$ cat src/verilog/sfh_pkg.sv
// Constants and carrier types shared by the sequencer flag and header decode block.
package sfh_pkg;

    // Instruction memory depth in 16-bit words.
    localparam int IMEM_DEPTH = 16;
    localparam int IMEM_AW = 4;
    localparam logic [IMEM_AW:0] PC_END = (IMEM_AW + 1)'(IMEM_DEPTH);
    localparam logic [IMEM_AW:0] PC_RESET = '0;

    // Update-rate divider: the fastest rate is divided down by powers of two.
    localparam int CORE_CLK_HZ = 25_000_000;
    localparam int BASE_RATE_HZ = 500_000;
    localparam int BASE_DIV = CORE_CLK_HZ / BASE_RATE_HZ;
    localparam logic [9:0] BASE_DIV_CNT = 10'(BASE_DIV);

    // Header opcodes.
    localparam logic [1:0] OP_HALT = 2'h0;
    localparam logic [1:0] OP_REST = 2'h1;
    localparam logic [1:0] OP_CHARGE = 2'h2;
    localparam logic [1:0] OP_DISCHARGE = 2'h3;

    // Debug error codes.
    localparam logic [1:0] ERR_NONE = 2'h0;
    localparam logic [1:0] ERR_MALFORMED = 2'h1;
    localparam logic [1:0] ERR_DIV_ZERO = 2'h2;

    localparam logic [7:0] LOOP_CNT_RESET = 8'h00;

    // Header word, most significant bit first.
    typedef struct packed {
        logic time_limit_kind;
        logic user_event;
        logic gain_set_select;
        logic voltage_source_select;
        logic repeat_end;
        logic repeat_begin;
        logic switch_pin_value;
        logic ramp_enable;
        logic auto_diode_mode_enable;
        logic limit_end_disable;
        logic constant_resistance_mode;
        logic constant_power_mode;
        logic constant_current_mode;
        logic constant_voltage_mode;
        logic [1:0] opcode_field;
    } sfh_header_t;

    typedef struct packed {
        logic instruction_finished_flag;
        logic sequence_finished_flag;
        logic time_limit_flag;
        logic voltage_overrange_flag;
        logic current_overrange_flag;
        logic user_event_flag;
        logic instruction_fault_flag;
        logic loop_handover_flag;
    } sfh_flags_t;

    localparam sfh_flags_t FLAGS_RESET = '0;

    typedef struct packed {
        logic [15:0] low;
        logic [15:0] high;
    } sfh_range_t;

    typedef enum logic [2:0] {
        ST_IDLE,
        ST_FETCH,
        ST_PAYLOAD,
        ST_EXEC,
        ST_HALTED
    } sfh_state_t;

endpackage : sfh_pkg

$ cat src/verilog/sfh_range_watch.sv
// Consecutive out-of-range sample counter for one measurement channel.
module sfh_range_watch
    import sfh_pkg::*;
(
    input wire logic core_clk,
    input wire logic reset_n,
    input wire logic sample_valid,
    input wire logic [15:0] sample,
    input wire sfh_range_t range,
    input wire logic [7:0] needed,
    output logic hit
);

    typedef struct packed {
        logic [7:0] run;
        logic hit;
    } sfh_watch_t;

    sfh_watch_t s;
    sfh_watch_t next_s;
    logic outside;
    logic [7:0] target;

    assign outside = (sample < range.low) || (sample > range.high);
    // A count of zero is treated as one so the detector can never be disabled by accident.
    assign target = (needed == 8'h00) ? 8'h01 : needed;
    assign hit = s.hit;

    always_comb begin
        next_s = s;
        next_s.hit = 1'b0;
        if (sample_valid) begin
            if (outside) begin
                if (s.run != 8'hff) begin
                    next_s.run = s.run + 8'h01;
                end
                next_s.hit = (s.run + 8'h01) == target;
            end else begin
                next_s.run = 8'h00;
            end
        end
    end

    always_ff @(posedge core_clk or negedge reset_n) begin
        if (!reset_n) begin
            s <= '0;
        end else begin
            s <= next_s;
        end
    end

    range_hit_a: assert property (@(posedge core_clk) disable iff (!reset_n)
        (sample_valid && outside && (s.run + 8'h01) == target) |=> hit)
        else $error("Range hit missed after the required run.");

    range_reset_a: assert property (@(posedge core_clk) disable iff (!reset_n)
        (sample_valid && !outside) |=> (!hit && s.run == 8'h00))
        else $error("In-range sample did not reset the run.");

endmodule : sfh_range_watch

$ cat src/verilog/sfh_sequencer.sv
// Per-channel sequencer: instruction fetch, header decode and status flags.
//
// Operation
// - Flags stay set until status read; masked irq.
// - Finished flag on last limit or rest timeout.
// - Auto clears finished on load; manual by start.
// - Sequence flag only in auto; manual start clears it.
// - Halt or pointer past memory ends sequence.
// - Timeout error flag when no other end.
// - Over-range after consecutive out-of-threshold raw samples.
// - User event flag after flagged instruction completes.
// - Fault flag plus readable error code.
// - Handover flag on control mode change.
// - Global update rate 500 to 62.5 kHz.
// - Over-range switches the channel off.
// - Sixteen-bit words, header then payload words.
// - Low two bits opcode; mode bits select loops.
// - Limit disable ignores limits, hides over-range flags.
// - Auto diode bit enables asynchronous rectification.
// - Time limit kind: normal end or error.
// - Ramp bit ramps target instead of stepping.
// - Switch bit drives selected general purpose output.
// - Repeat begin stores address, loads empty counter.
// - Repeat end decrements, jumps back while nonzero.
// - Voltage source bit picks battery or capacitor.
// - Opcode zero halts, one rests; halt drives low.
// - Header bit layout as packed header type.
module sfh_sequencer
    import sfh_pkg::*;
(
    input wire logic core_clk,
    input wire logic reset_n,
    input wire logic auto_mode,
    input wire logic start,
    input wire logic status_read,
    input wire sfh_flags_t channel_irq_mask,
    input wire logic imem_write,
    input wire logic [IMEM_AW-1:0] imem_addr,
    input wire logic [15:0] imem_data,
    input wire logic [1:0] rate_select,
    input wire logic [1:0] switch_select,
    input wire logic last_limit_hit,
    input wire logic time_limit_hit,
    input wire logic divide_by_zero,
    input wire logic loop_in_control,
    input wire logic adc_valid,
    input wire logic [15:0] measured_voltage,
    input wire logic [15:0] measured_current,
    input wire sfh_range_t voltage_range,
    input wire sfh_range_t current_range,
    input wire logic [7:0] overrange_count,
    output sfh_flags_t flags,
    output logic irq,
    output logic [1:0] error_code,
    output sfh_header_t header,
    output logic halt_drive_low,
    output logic [3:0] switch_pins,
    output logic update_tick,
    output logic channel_off
);

    ////////////////////////////////////////////////////////////////////////////
    // State.

    typedef struct packed {
        sfh_state_t st;
        logic [IMEM_DEPTH-1:0][15:0] mem;
        logic [IMEM_AW:0] pc;
        sfh_header_t hdr;
        logic [3:0] pay_left;
        logic first_pay;
        logic [7:0] loop_cnt;
        logic [IMEM_AW:0] loop_addr;
        logic ctrl_prev;
        sfh_flags_t flags;
        logic irq;
        logic [1:0] err;
        logic drive_low;
        logic [3:0] switch_pins;
        logic [9:0] div_cnt;
        logic tick;
        logic channel_off;
    } sfh_seq_t;

    sfh_seq_t s;
    sfh_seq_t next_s;
    logic v_ovr;
    logic i_ovr;

    assign flags = s.flags;
    assign irq = s.irq;
    assign error_code = s.err;
    assign header = s.hdr;
    assign halt_drive_low = s.drive_low;
    assign switch_pins = s.switch_pins;
    assign update_tick = s.tick;
    assign channel_off = s.channel_off;

    ////////////////////////////////////////////////////////////////////////////
    // Over-range detectors.

    sfh_range_watch u_volt_watch (
        .core_clk(core_clk),
        .reset_n(reset_n),
        .sample_valid(adc_valid),
        .sample(measured_voltage),
        .range(voltage_range),
        .needed(overrange_count),
        .hit(v_ovr)
    );

    sfh_range_watch u_curr_watch (
        .core_clk(core_clk),
        .reset_n(reset_n),
        .sample_valid(adc_valid),
        .sample(measured_current),
        .range(current_range),
        .needed(overrange_count),
        .hit(i_ovr)
    );

    ////////////////////////////////////////////////////////////////////////////
    // Helpers.

    // Payload words that follow a header; the time limit word is always present.
    function automatic logic [3:0] pay_len(input sfh_header_t h);
        logic [3:0] len;
        len = 4'h1;
        if (h.repeat_begin) begin
            len = len + 4'h1;
        end
        if (h.opcode_field[1]) begin
            if (h.constant_current_mode) begin
                len = len + 4'h2;
            end
            if (h.constant_voltage_mode) begin
                len = len + 4'h2;
            end
            if (h.constant_power_mode) begin
                len = len + 4'h1;
            end
            if (h.constant_resistance_mode) begin
                len = len + 4'h1;
            end
        end
        return len;
    endfunction : pay_len

    ////////////////////////////////////////////////////////////////////////////
    // Next-state logic.

    always_comb begin
        sfh_flags_t set;
        sfh_header_t h;
        logic [7:0] dec;
        logic time_norm;
        logic limit_end;
        logic done;
        set = FLAGS_RESET;
        h = s.hdr;
        dec = s.loop_cnt - 8'h01;
        time_norm = 1'b0;
        limit_end = 1'b0;
        done = 1'b0;
        next_s = s;
        next_s.tick = 1'b0;

        // One divider serves all four rates; a slower rate only stretches the reload.
        if (s.div_cnt == 10'h000) begin
            next_s.div_cnt = 10'((BASE_DIV_CNT << rate_select) - 10'h001);
            next_s.tick = 1'b1;
        end else begin
            next_s.div_cnt = s.div_cnt - 10'h001;
        end

        if (imem_write) begin
            next_s.mem[imem_addr] = imem_data;
        end

        // Clears first, so that any set below wins over them.
        if (status_read) begin
            next_s.flags = FLAGS_RESET;
        end

        // The hard limit acts on the detector alone; the header only hides the flag.
        if (v_ovr || i_ovr) begin
            next_s.channel_off = 1'b1;
        end
        if (!s.hdr.limit_end_disable) begin
            set.voltage_overrange_flag = v_ovr;
            set.current_overrange_flag = i_ovr;
        end

        case (s.st)
            ST_IDLE, ST_HALTED: begin
                if (start) begin
                    if (!auto_mode) begin
                        next_s.flags.instruction_finished_flag = 1'b0;
                        next_s.flags.sequence_finished_flag = 1'b0;
                    end else begin
                        next_s.pc = PC_RESET;
                        next_s.loop_cnt = LOOP_CNT_RESET;
                    end
                    next_s.err = ERR_NONE;
                    next_s.channel_off = 1'b0;
                    next_s.st = ST_FETCH;
                end
            end
            ST_FETCH: begin
                if (s.pc >= PC_END) begin
                    set.sequence_finished_flag = auto_mode;
                    next_s.st = ST_IDLE;
                end else begin
                    h = s.mem[s.pc[IMEM_AW-1:0]];
                    next_s.hdr = h;
                    if (auto_mode) begin
                        next_s.flags.instruction_finished_flag = 1'b0;
                    end
                    if (h.opcode_field == OP_HALT) begin
                        set.sequence_finished_flag = auto_mode;
                        next_s.st = ST_HALTED;
                    end else if (h.opcode_field[1] && !(h.constant_current_mode || h.constant_voltage_mode ||
                                 h.constant_power_mode || h.constant_resistance_mode)) begin
                        set.instruction_fault_flag = 1'b1;
                        next_s.err = ERR_MALFORMED;
                        next_s.st = ST_IDLE;
                    end else begin
                        next_s.switch_pins[switch_select] = h.switch_pin_value;
                        if (h.repeat_begin) begin
                            next_s.loop_addr = s.pc;
                        end
                        next_s.pay_left = pay_len(h);
                        next_s.first_pay = 1'b1;
                        next_s.pc = s.pc + 5'h01;
                        next_s.st = ST_PAYLOAD;
                    end
                end
            end
            ST_PAYLOAD: begin
                if (s.pc >= PC_END) begin
                    set.sequence_finished_flag = auto_mode;
                    next_s.st = ST_IDLE;
                end else begin
                    if (s.first_pay && s.hdr.repeat_begin && s.loop_cnt == LOOP_CNT_RESET) begin
                        next_s.loop_cnt = s.mem[s.pc[IMEM_AW-1:0]][7:0];
                    end
                    next_s.first_pay = 1'b0;
                    next_s.pc = s.pc + 5'h01;
                    next_s.pay_left = s.pay_left - 4'h1;
                    next_s.ctrl_prev = loop_in_control;
                    if (s.pay_left == 4'h1) begin
                        next_s.st = ST_EXEC;
                    end
                end
            end
            ST_EXEC: begin
                next_s.ctrl_prev = loop_in_control;
                if (s.hdr.opcode_field[1] && loop_in_control != s.ctrl_prev) begin
                    set.loop_handover_flag = 1'b1;
                end
                // Limits never end a rest, and are ignored when the header disables them.
                limit_end = last_limit_hit && !s.hdr.limit_end_disable && s.hdr.opcode_field[1];
                time_norm = time_limit_hit && (!s.hdr.time_limit_kind || s.hdr.opcode_field == OP_REST);
                if (divide_by_zero) begin
                    set.instruction_fault_flag = 1'b1;
                    next_s.err = ERR_DIV_ZERO;
                    next_s.st = ST_IDLE;
                end else if (limit_end || time_norm) begin
                    set.instruction_finished_flag = 1'b1;
                    done = 1'b1;
                end else if (time_limit_hit) begin
                    set.time_limit_flag = 1'b1;
                    done = 1'b1;
                end
                if (done) begin
                    set.user_event_flag = s.hdr.user_event;
                    if (s.hdr.repeat_end && s.loop_cnt != LOOP_CNT_RESET) begin
                        next_s.loop_cnt = dec;
                        if (dec != LOOP_CNT_RESET) begin
                            next_s.pc = s.loop_addr;
                        end
                    end
                    next_s.st = auto_mode ? ST_FETCH : ST_IDLE;
                end
            end
            default: begin
                next_s.st = ST_IDLE;
            end
        endcase

        next_s.flags = next_s.flags | set;
        next_s.irq = |(next_s.flags & channel_irq_mask);
        // Bridge drive is released only while a charge or discharge executes.
        next_s.drive_low = (next_s.st != ST_EXEC) || !next_s.hdr.opcode_field[1];
    end

    always_ff @(posedge core_clk or negedge reset_n) begin
        if (!reset_n) begin
            s <= '0;
        end else begin
            s <= next_s;
        end
    end

    ////////////////////////////////////////////////////////////////////////////
    // Checks.

    clear_on_read_a: assert property (@(posedge core_clk) disable iff (!reset_n)
        (status_read && s.st == ST_IDLE && !start && !v_ovr && !i_ovr) |=> (flags == FLAGS_RESET))
        else $error("Status read did not clear the flags.");

    limit_finish_a: assert property (@(posedge core_clk) disable iff (!reset_n)
        (s.st == ST_EXEC && last_limit_hit && s.hdr.opcode_field[1] && !s.hdr.limit_end_disable &&
         !divide_by_zero) |=> flags.instruction_finished_flag)
        else $error("Last limit did not set the finished flag.");

    manual_clear_a: assert property (@(posedge core_clk) disable iff (!reset_n)
        (!auto_mode && start && (s.st == ST_IDLE || s.st == ST_HALTED)) |=>
        (!flags.instruction_finished_flag && !flags.sequence_finished_flag))
        else $error("Manual start did not clear the finished flags.");

    manual_no_seq_a: assert property (@(posedge core_clk) disable iff (!reset_n)
        (!auto_mode && !flags.sequence_finished_flag) |=> !flags.sequence_finished_flag)
        else $error("Sequence flag set in manual mode.");

    halt_stop_a: assert property (@(posedge core_clk) disable iff (!reset_n)
        (auto_mode && s.st == ST_FETCH && s.pc < PC_END && s.mem[s.pc[IMEM_AW-1:0]][1:0] == OP_HALT) |=>
        (flags.sequence_finished_flag && halt_drive_low && $stable(s.pc)) ##1 halt_drive_low)
        else $error("Halt did not stop the sequence with drive low.");

    rest_set_wins_a: assert property (@(posedge core_clk) disable iff (!reset_n)
        (status_read && s.st == ST_EXEC && s.hdr.opcode_field == OP_REST && time_limit_hit &&
         !divide_by_zero) |=> flags.instruction_finished_flag)
        else $error("Rest timeout lost against a clearing read.");

    timeout_err_a: assert property (@(posedge core_clk) disable iff (!reset_n)
        (s.st == ST_EXEC && time_limit_hit && s.hdr.time_limit_kind && s.hdr.opcode_field[1] &&
         !(last_limit_hit && !s.hdr.limit_end_disable) && !divide_by_zero) |=> flags.time_limit_flag)
        else $error("Timeout error flag missing.");

    div_fault_a: assert property (@(posedge core_clk) disable iff (!reset_n)
        (s.st == ST_EXEC && divide_by_zero) |=> (flags.instruction_fault_flag && error_code == ERR_DIV_ZERO))
        else $error("Divide fault not reported.");

    handover_a: assert property (@(posedge core_clk) disable iff (!reset_n)
        (s.st == ST_EXEC && s.hdr.opcode_field[1] && loop_in_control != s.ctrl_prev) |=>
        flags.loop_handover_flag)
        else $error("Control handover not flagged.");

    irq_gate_a: assert property (@(posedge core_clk) disable iff (!reset_n)
        $past(reset_n) |-> (irq == |(flags & $past(channel_irq_mask))))
        else $error("Interrupt does not match masked flags.");

endmodule : sfh_sequencer

$ cat config.mk
export PLATFORM = sky130hd
export DESIGN_NAME = sfh_sequencer
export DESIGN_NICKNAME = d
export VERILOG_FILES = /design/src/verilog/sfh_pkg.sv /design/src/verilog/sfh_range_watch.sv /design/src/verilog/sfh_sequencer.sv
export SDC_FILE = /design/constraint.sdc
export NUM_CORES = 1
export LEC_CHECK = 0
export BUFFER_PORTS_ARGS = -buffer_cell sky130_fd_sc_hd__buf_2
export CAP_MARGIN = 20
export CORE_MARGIN = 3
export CORE_UTILIZATION = 50
export CTS_BUF_LIST = sky130_fd_sc_hd__clkbuf_4 sky130_fd_sc_hd__clkbuf_8 sky130_fd_sc_hd__clkbuf_16
export DETAILED_ROUTE_END_ITERATION = 10
export PLACE_DENSITY = 0.74
export REMOVE_ABC_BUFFERS = 1
export SETUP_SLACK_MARGIN = 0.5
export SLEW_MARGIN = 0
export SYNTH_ARGS = -nofsm -noshare
export SYNTH_HDL_FRONTEND = slang
export SYNTH_SLANG_ARGS = --single-unit
$ cat constraint.sdc
create_clock -name core_clk -period 5 [get_ports core_clk]
set_input_delay 0.75 -clock core_clk [delete_from_list [all_inputs] [get_ports core_clk]]
set_output_delay 0.75 -clock core_clk [all_outputs]
set_load 0.05 [all_outputs]
==> metrics.yaml, run 1 <==
vias: 12500
synthArstFlopShare_pct: 100
dpl_worst_slack_ns: 0.879
holdWs_ns: 0.343
max-vdd-ir-drop_uv: 279
yosys_warnings: 0
ctsHoldBuffers: 0
cp_data_arrival_time_ns: 4.49
endpoint_kind: "flop"
cts_resized: 0
grt_pass1_wl_um: 68500
drt_iter0_markers: 577
placeableCoreArea_um2: 35900
num_rows: 69
worstSetupPathType: "flop to flop"
fin_crit_ns: 4.09
status: "complete, no violations"
grt_max_degree: 134
io-pin-count: 181
io_buffers: 180
synth.area.top_cells: "dfrtp_1, mux2_2, mux4_2, ha_1, nand2_1"
grtUsageTotal_pct: 21.9
vias_per_cell: 5.83
yosysTopAreaCell: "dfrtp_1"
slew_headroom_pct: 21.4
h-tree-depth: 2
drive_gt1_share_pct: 37.9
p_leak_nw: 9.63
hold_path.class: "primary input to async pin"
ys_ff_latch: 345
antenna_found_initial: 2
drv_slew: 0
path_clk_slew_ns: 0.06
wl_per_cell_um: 20.0
max_freq_mhz: 245
firstDrtPassIters: 5
synth.most_common_cell: "dfrtp_1"
n_fill_cell: 2854
synth-main-ff-cell: "dfrtp_1"
fin_skew_ns: 0.0200
rsz0062_at_grt: "false"
cts_buffers: 37
die_w_um: 198
post_cts_buffers: 0
setup_tns_ns: 0
clkSinkCount: 345
period_share_pct: 81.7
worst_slack_ns: 0.913
clkLatencyLatePin_ns: 0.51
synthTopCellsByCount: "dfrtp_1, mux2_2, nand2_1"
area_delta_synth_final_pct: 13.1
synth_top_area_share_pct: 46.9
setup_viol: 0
root_buffer: "clkbuf_16"
final_antenna_net_count: 0
cts_tree: "yes"
clock_path_buffers: 3
total_power_mw: 10.4
synth_enable_flop_cells: 0
drcViolationCount: 0
synth_cell_type_count: 67
syn_avg_cell_area_um2: 12.2
start_util_pct: 51.3
cp-start-kind: "flop"
utilization_pct: 58.0
nNetsFinal: 1885
worstMarginPinSlew_ns: 1.18
wl_um: 42900
overflow: 0
synth_area_um2: 18400
dieArea_um2: 39200
synth_cells: 1512
synth_seq_area_share_pct: 46.9
finalHoldViolations: 0
required_ns: 5.40
critPathMaxFanout: 27
gp_congestion: 0.863
cap_violations: 0
grt_pass1_vias: 13000
fp.dieH_um: 198
cellPowerDensity_nw_per_um2: 499
hpwl_um: 29000
-- report_power, final --
group / switching (mW) / total, mW / internal (mW)
registers: 0.522 / 4.02 / 3.50
clock network: 1.07 / 2.69 / 1.62
logic: 1.93 / 3.70 / 1.77
-- logic make-up (layout without fill, tap and decap cells) --
logic type / Yosys count / after routing / synth area share [%]
fa+ha+maj: 81 / 81 / 5.50
compound gates: 204 / 204 / 6.97
other cells: 0 / 2 / 0
simple gates: 288 / 288 / 7.63
flops: 345 / 345 / 46.9
buf+inv: 200 / 368 / 4.89
xor+xnor: 41 / 41 / 1.95
mux: 353 / 353 / 26.2
-- per-layer routing --
layer	vias to the layer above	share of wire, %	track usage, %	wire [µm]
li1	5713	-	-	-
met1	6348	43	29.6	18400
met2	366	49	37.7	21100
met3	69	5.7	3.22	2450
met4	4	2.1	5.35	890
met5	-	0.065	0	28
-- layout by cell type (no fill, tap or decap), types with 16 or more instances in the layout --
cell and count:
buf_4 28, nor3_1 26, buf_2 179, nand3_1 19, dfrtp_1 343, a21oi_1 60
nand4_1 16, clkbuf_16 37, nand2_1 97, mux4_2 76, nor2_1 50, xnor2_1 28
a21o_1 24, inv_1 94, o21ai_0 40, ha_1 81, mux2_2 263
-- area by class of cell --
cell class	count	area, µm²	area share, %
repair buffers	211	1160	5.56
well taps	461	577	2.77
flip-flops and latches	345	8640	41.4
clock buffers	55	1100	5.27
diodes	2	5.00	0.0240
multi-input cells	967	8920	42.8
inverters	95	357	1.71
clock inverters	7	92.6	0.444
-- final timing paths --
kind                                       startpoint                    end  slack (ns)  cells after the start
worst max-delay path                s[63]$_DFFE_PN0P_      s[44]$_DFFE_PN0P_        0.91                     12
worst min-delay path                          reset_n     s[299]$_DFFE_PN0P_        0.34                      1
worst max register to register      s[63]$_DFFE_PN0P_      s[44]$_DFFE_PN0P_        0.91                     12
worst min register to register  header[2]$_DFFE_PN0P_  header[2]$_DFFE_PN0P_        0.47                      2
max in group asynchronous                     reset_n      s[63]$_DFFE_PN0P_        3.38                      2
min in group core_clk           header[2]$_DFFE_PN0P_  header[2]$_DFFE_PN0P_        0.47                      2
-- worst max-delay path: stages, from the launching register on --
cell      delay, ns
dfrtp_4        0.77
buf_4          0.44
mux4_2         0.54
and2_1         0.16
a211oi_1       0.23
a31oi_1        0.19
xor2_1         0.26
ha_1           0.33
mux2_2         0.29
ha_1           0.29
mux2_2         0.26
mux2i_1        0.15
a21oi_1        0.09
-- per-stage QoR --
stage	std cells	area (µm²)
2_1_floorplan	1407	17900
3_3_place_gp	2077	19600
3_5_place_dp	2077	19600
4_1_cts	2139	20800
5_1_grt	2141	20800
6_report	2143	20800
-- flip-flops by register name, indices dropped and copies added, names as in the netlist, 2 cells and up --
signal / cells
s: 293
header: 16
flags: 8
u_curr_watch.s: 8
u_volt_watch.s: 8
switch_pins: 4
error_code: 2
Power figures use the tool's default switching activity.
==> run 2: changes to the inputs <==
- clock period: 5 -> 3.8 ns (I/O delays scaled with it)
==> run 2 against run 1 <==
Net effect: design area increased by 1.5%; register-to-register slack got worse by 0.62 ns; sequential share of layout area decreased by 0.62 points; count of clock-buffer cells in the layout decreased by 5; sequential power increased by 30%; combinational power increased by 53%; first-iteration DRC count increased by 34%; clock skew decreased by 0.0012 ns; critical path depth unchanged; worst setup slack got worse by 0.62 ns; largest cell class unchanged.
==> metrics.yaml, run 2 (synthesis results as in run 1) <==
io_buffers: 180
cts_tree: "yes"
hold_path.class: "primary input to async pin"
layout.cells.non_filler: 2164
clkLatencyLatePin_ns: 0.51
worstMarginPinSlew_ns: 1.14
period_share_pct: 92.3
placed_cells: 2085
drt_iter0_markers: 776
die_w_um: 198
antenna_found_initial: 2
h-tree-depth: 2
n_fill_cell: 2786
root_buffer: "clkbuf_16"
wl_um: 43900
path_clk_slew_ns: 0.06
grt_pass1_vias: 13200
grt_pass1_wl_um: 70000
cap_violations: 0
vias: 12700
required_ns: 4.20
setup_viol: 0
hpwl_um: 29600
area_delta_synth_final_pct: 14.9
top_register: "s"
vias_per_cell: 5.85
max-vdd-ir-drop_uv: 365
dieArea_um2: 39200
overflow: 0
total_power_mw: 14.3
clkSinkCount: 345
nNetsFinal: 1910
placeableCoreArea_um2: 35900
endpoint_kind: "flop"
cellPowerDensity_nw_per_um2: 678
wl_per_cell_um: 20.3
largest_reg_flops: 293
worst_slack_ns: 0.292
dpl_worst_slack_ns: 0.190
grtUsageTotal_pct: 22.4
clock_path_buffers: 3
start_util_pct: 51.3
cts_buffers: 37
rsz0062_at_grt: "true"
final_cell_mix: "dfrtp_1, mux2_2, buf_2"
drv_slew: 0
p_leak_nw: 9.78
critPathMaxFanout: 4
io-pin-count: 181
gp_congestion: 0.860
fp.dieH_um: 198
drive_gt1_share_pct: 39.3
status: "complete, no violations"
fin_skew_ns: 0.0187
fin_crit_ns: 3.51
worstSetupPathType: "flop to flop"
layout_commonest_cell: "dfrtp_1"
slew_headroom_pct: 24.1
final_antenna_net_count: 0
grt_max_degree: 96
firstDrtPassIters: 5
cp-start-kind: "flop"
finalHoldViolations: 0
drcViolationCount: 0
num_rows: 69
r2r_setup_slack_ns: 0.29
max_freq_mhz: 285
cp_data_arrival_time_ns: 3.90
-- run 2: cell types whose count changed in the layout (fill, tap and decap cells not counted), sizes merged --
cell,delta
buf,+24
clkbuf,-5
clkinv,+4
inv,-2
bufinv,-1
clkinvlp,+1
diode,-1
or3,+1
-- run 2: through the flow --
step | TNS (ns) | utilization (%) | hold WS (ns) | area, µm²
floorplan | -40.34 | - | 0.274 | 17900
global placement | 0 | 54.9 | 0.457 | 19700
detailed placement | 0 | 54.9 | 0.463 | 19700
CTS | 0 | 58.6 | 0.114 | 21100
global route | 0 | 58.9 | 0.116 | 21200
finish | 0 | 58.9 | 0.0824 | 21200
-- run 2: routing by layer --
metal | up-vias | routed length, µm | track usage, % | part of all wire [%]
li1 | 5754 | - | - | -
met3 | 75 | 2460 | 3.90 | 5.6
met5 | - | 11 | 0 | 0.025
met4 | 2 | 838 | 5.74 | 1.9
met1 | 6455 | 18800 | 29.4 | 43
met2 | 368 | 21800 | 39.0 | 50
-- run 2: final timing paths --
check,from,end,cells after the start
min in group core_clk,channel_irq_mask[6],irq$_DFF_PN0_,2
worst min register to register,header[9]$_DFFE_PN0P_,header[9]$_DFFE_PN0P_,2
max in group asynchronous,reset_n,s[208]$_DFFE_PN0P_,2
worst min-delay path,reset_n,s[235]$_DFFE_PN0P_,1
worst max-delay path,s[63]$_DFFE_PN0P_,s[44]$_DFFE_PN0P_,12
worst max register to register,s[63]$_DFFE_PN0P_,s[44]$_DFFE_PN0P_,12
-- run 2: cell type report --
class | instances | area, µm² | share of cell area [%]
diodes | 1 | 2.50 | 0.0118
clock buffers | 50 | 1080 | 5.10
clock inverters | 9 | 76.3 | 0.361
inverters | 95 | 357 | 1.68
multi-input cells | 968 | 9010 | 42.6
flip-flops and latches | 345 | 8640 | 40.8
well taps | 461 | 577 | 2.73
repair buffers | 235 | 1420 | 6.71
-- run 2: power breakdown --
part	internal (mW)	leakage, nW	switching [mW]
combinational	2.79	4.91	2.88
clock	2.04	0.581	1.40
sequential	4.60	4.29	0.629
-- run 2: repair_timing --
action,4_1_cts,5_1_grt
pin swaps,7,6
endpoints found under the setup margin,19,20
resized for setup,14,8
buffers inserted,14,1
hold buffers,0,0
gates cloned,0,1
-- run 2: worst max-delay path: stages (launching register included) --
cell and delay, ns:
dfrtp_4 0.50, buf_12 0.15, mux4_2 0.41, mux4_2 0.55
inv_2 0.11, ha_4 0.21, xor2_2 0.18, ha_1 0.31
mux2_4 0.29, ha_4 0.22, mux2_4 0.25, mux2i_1 0.13
a21oi_1 0.08
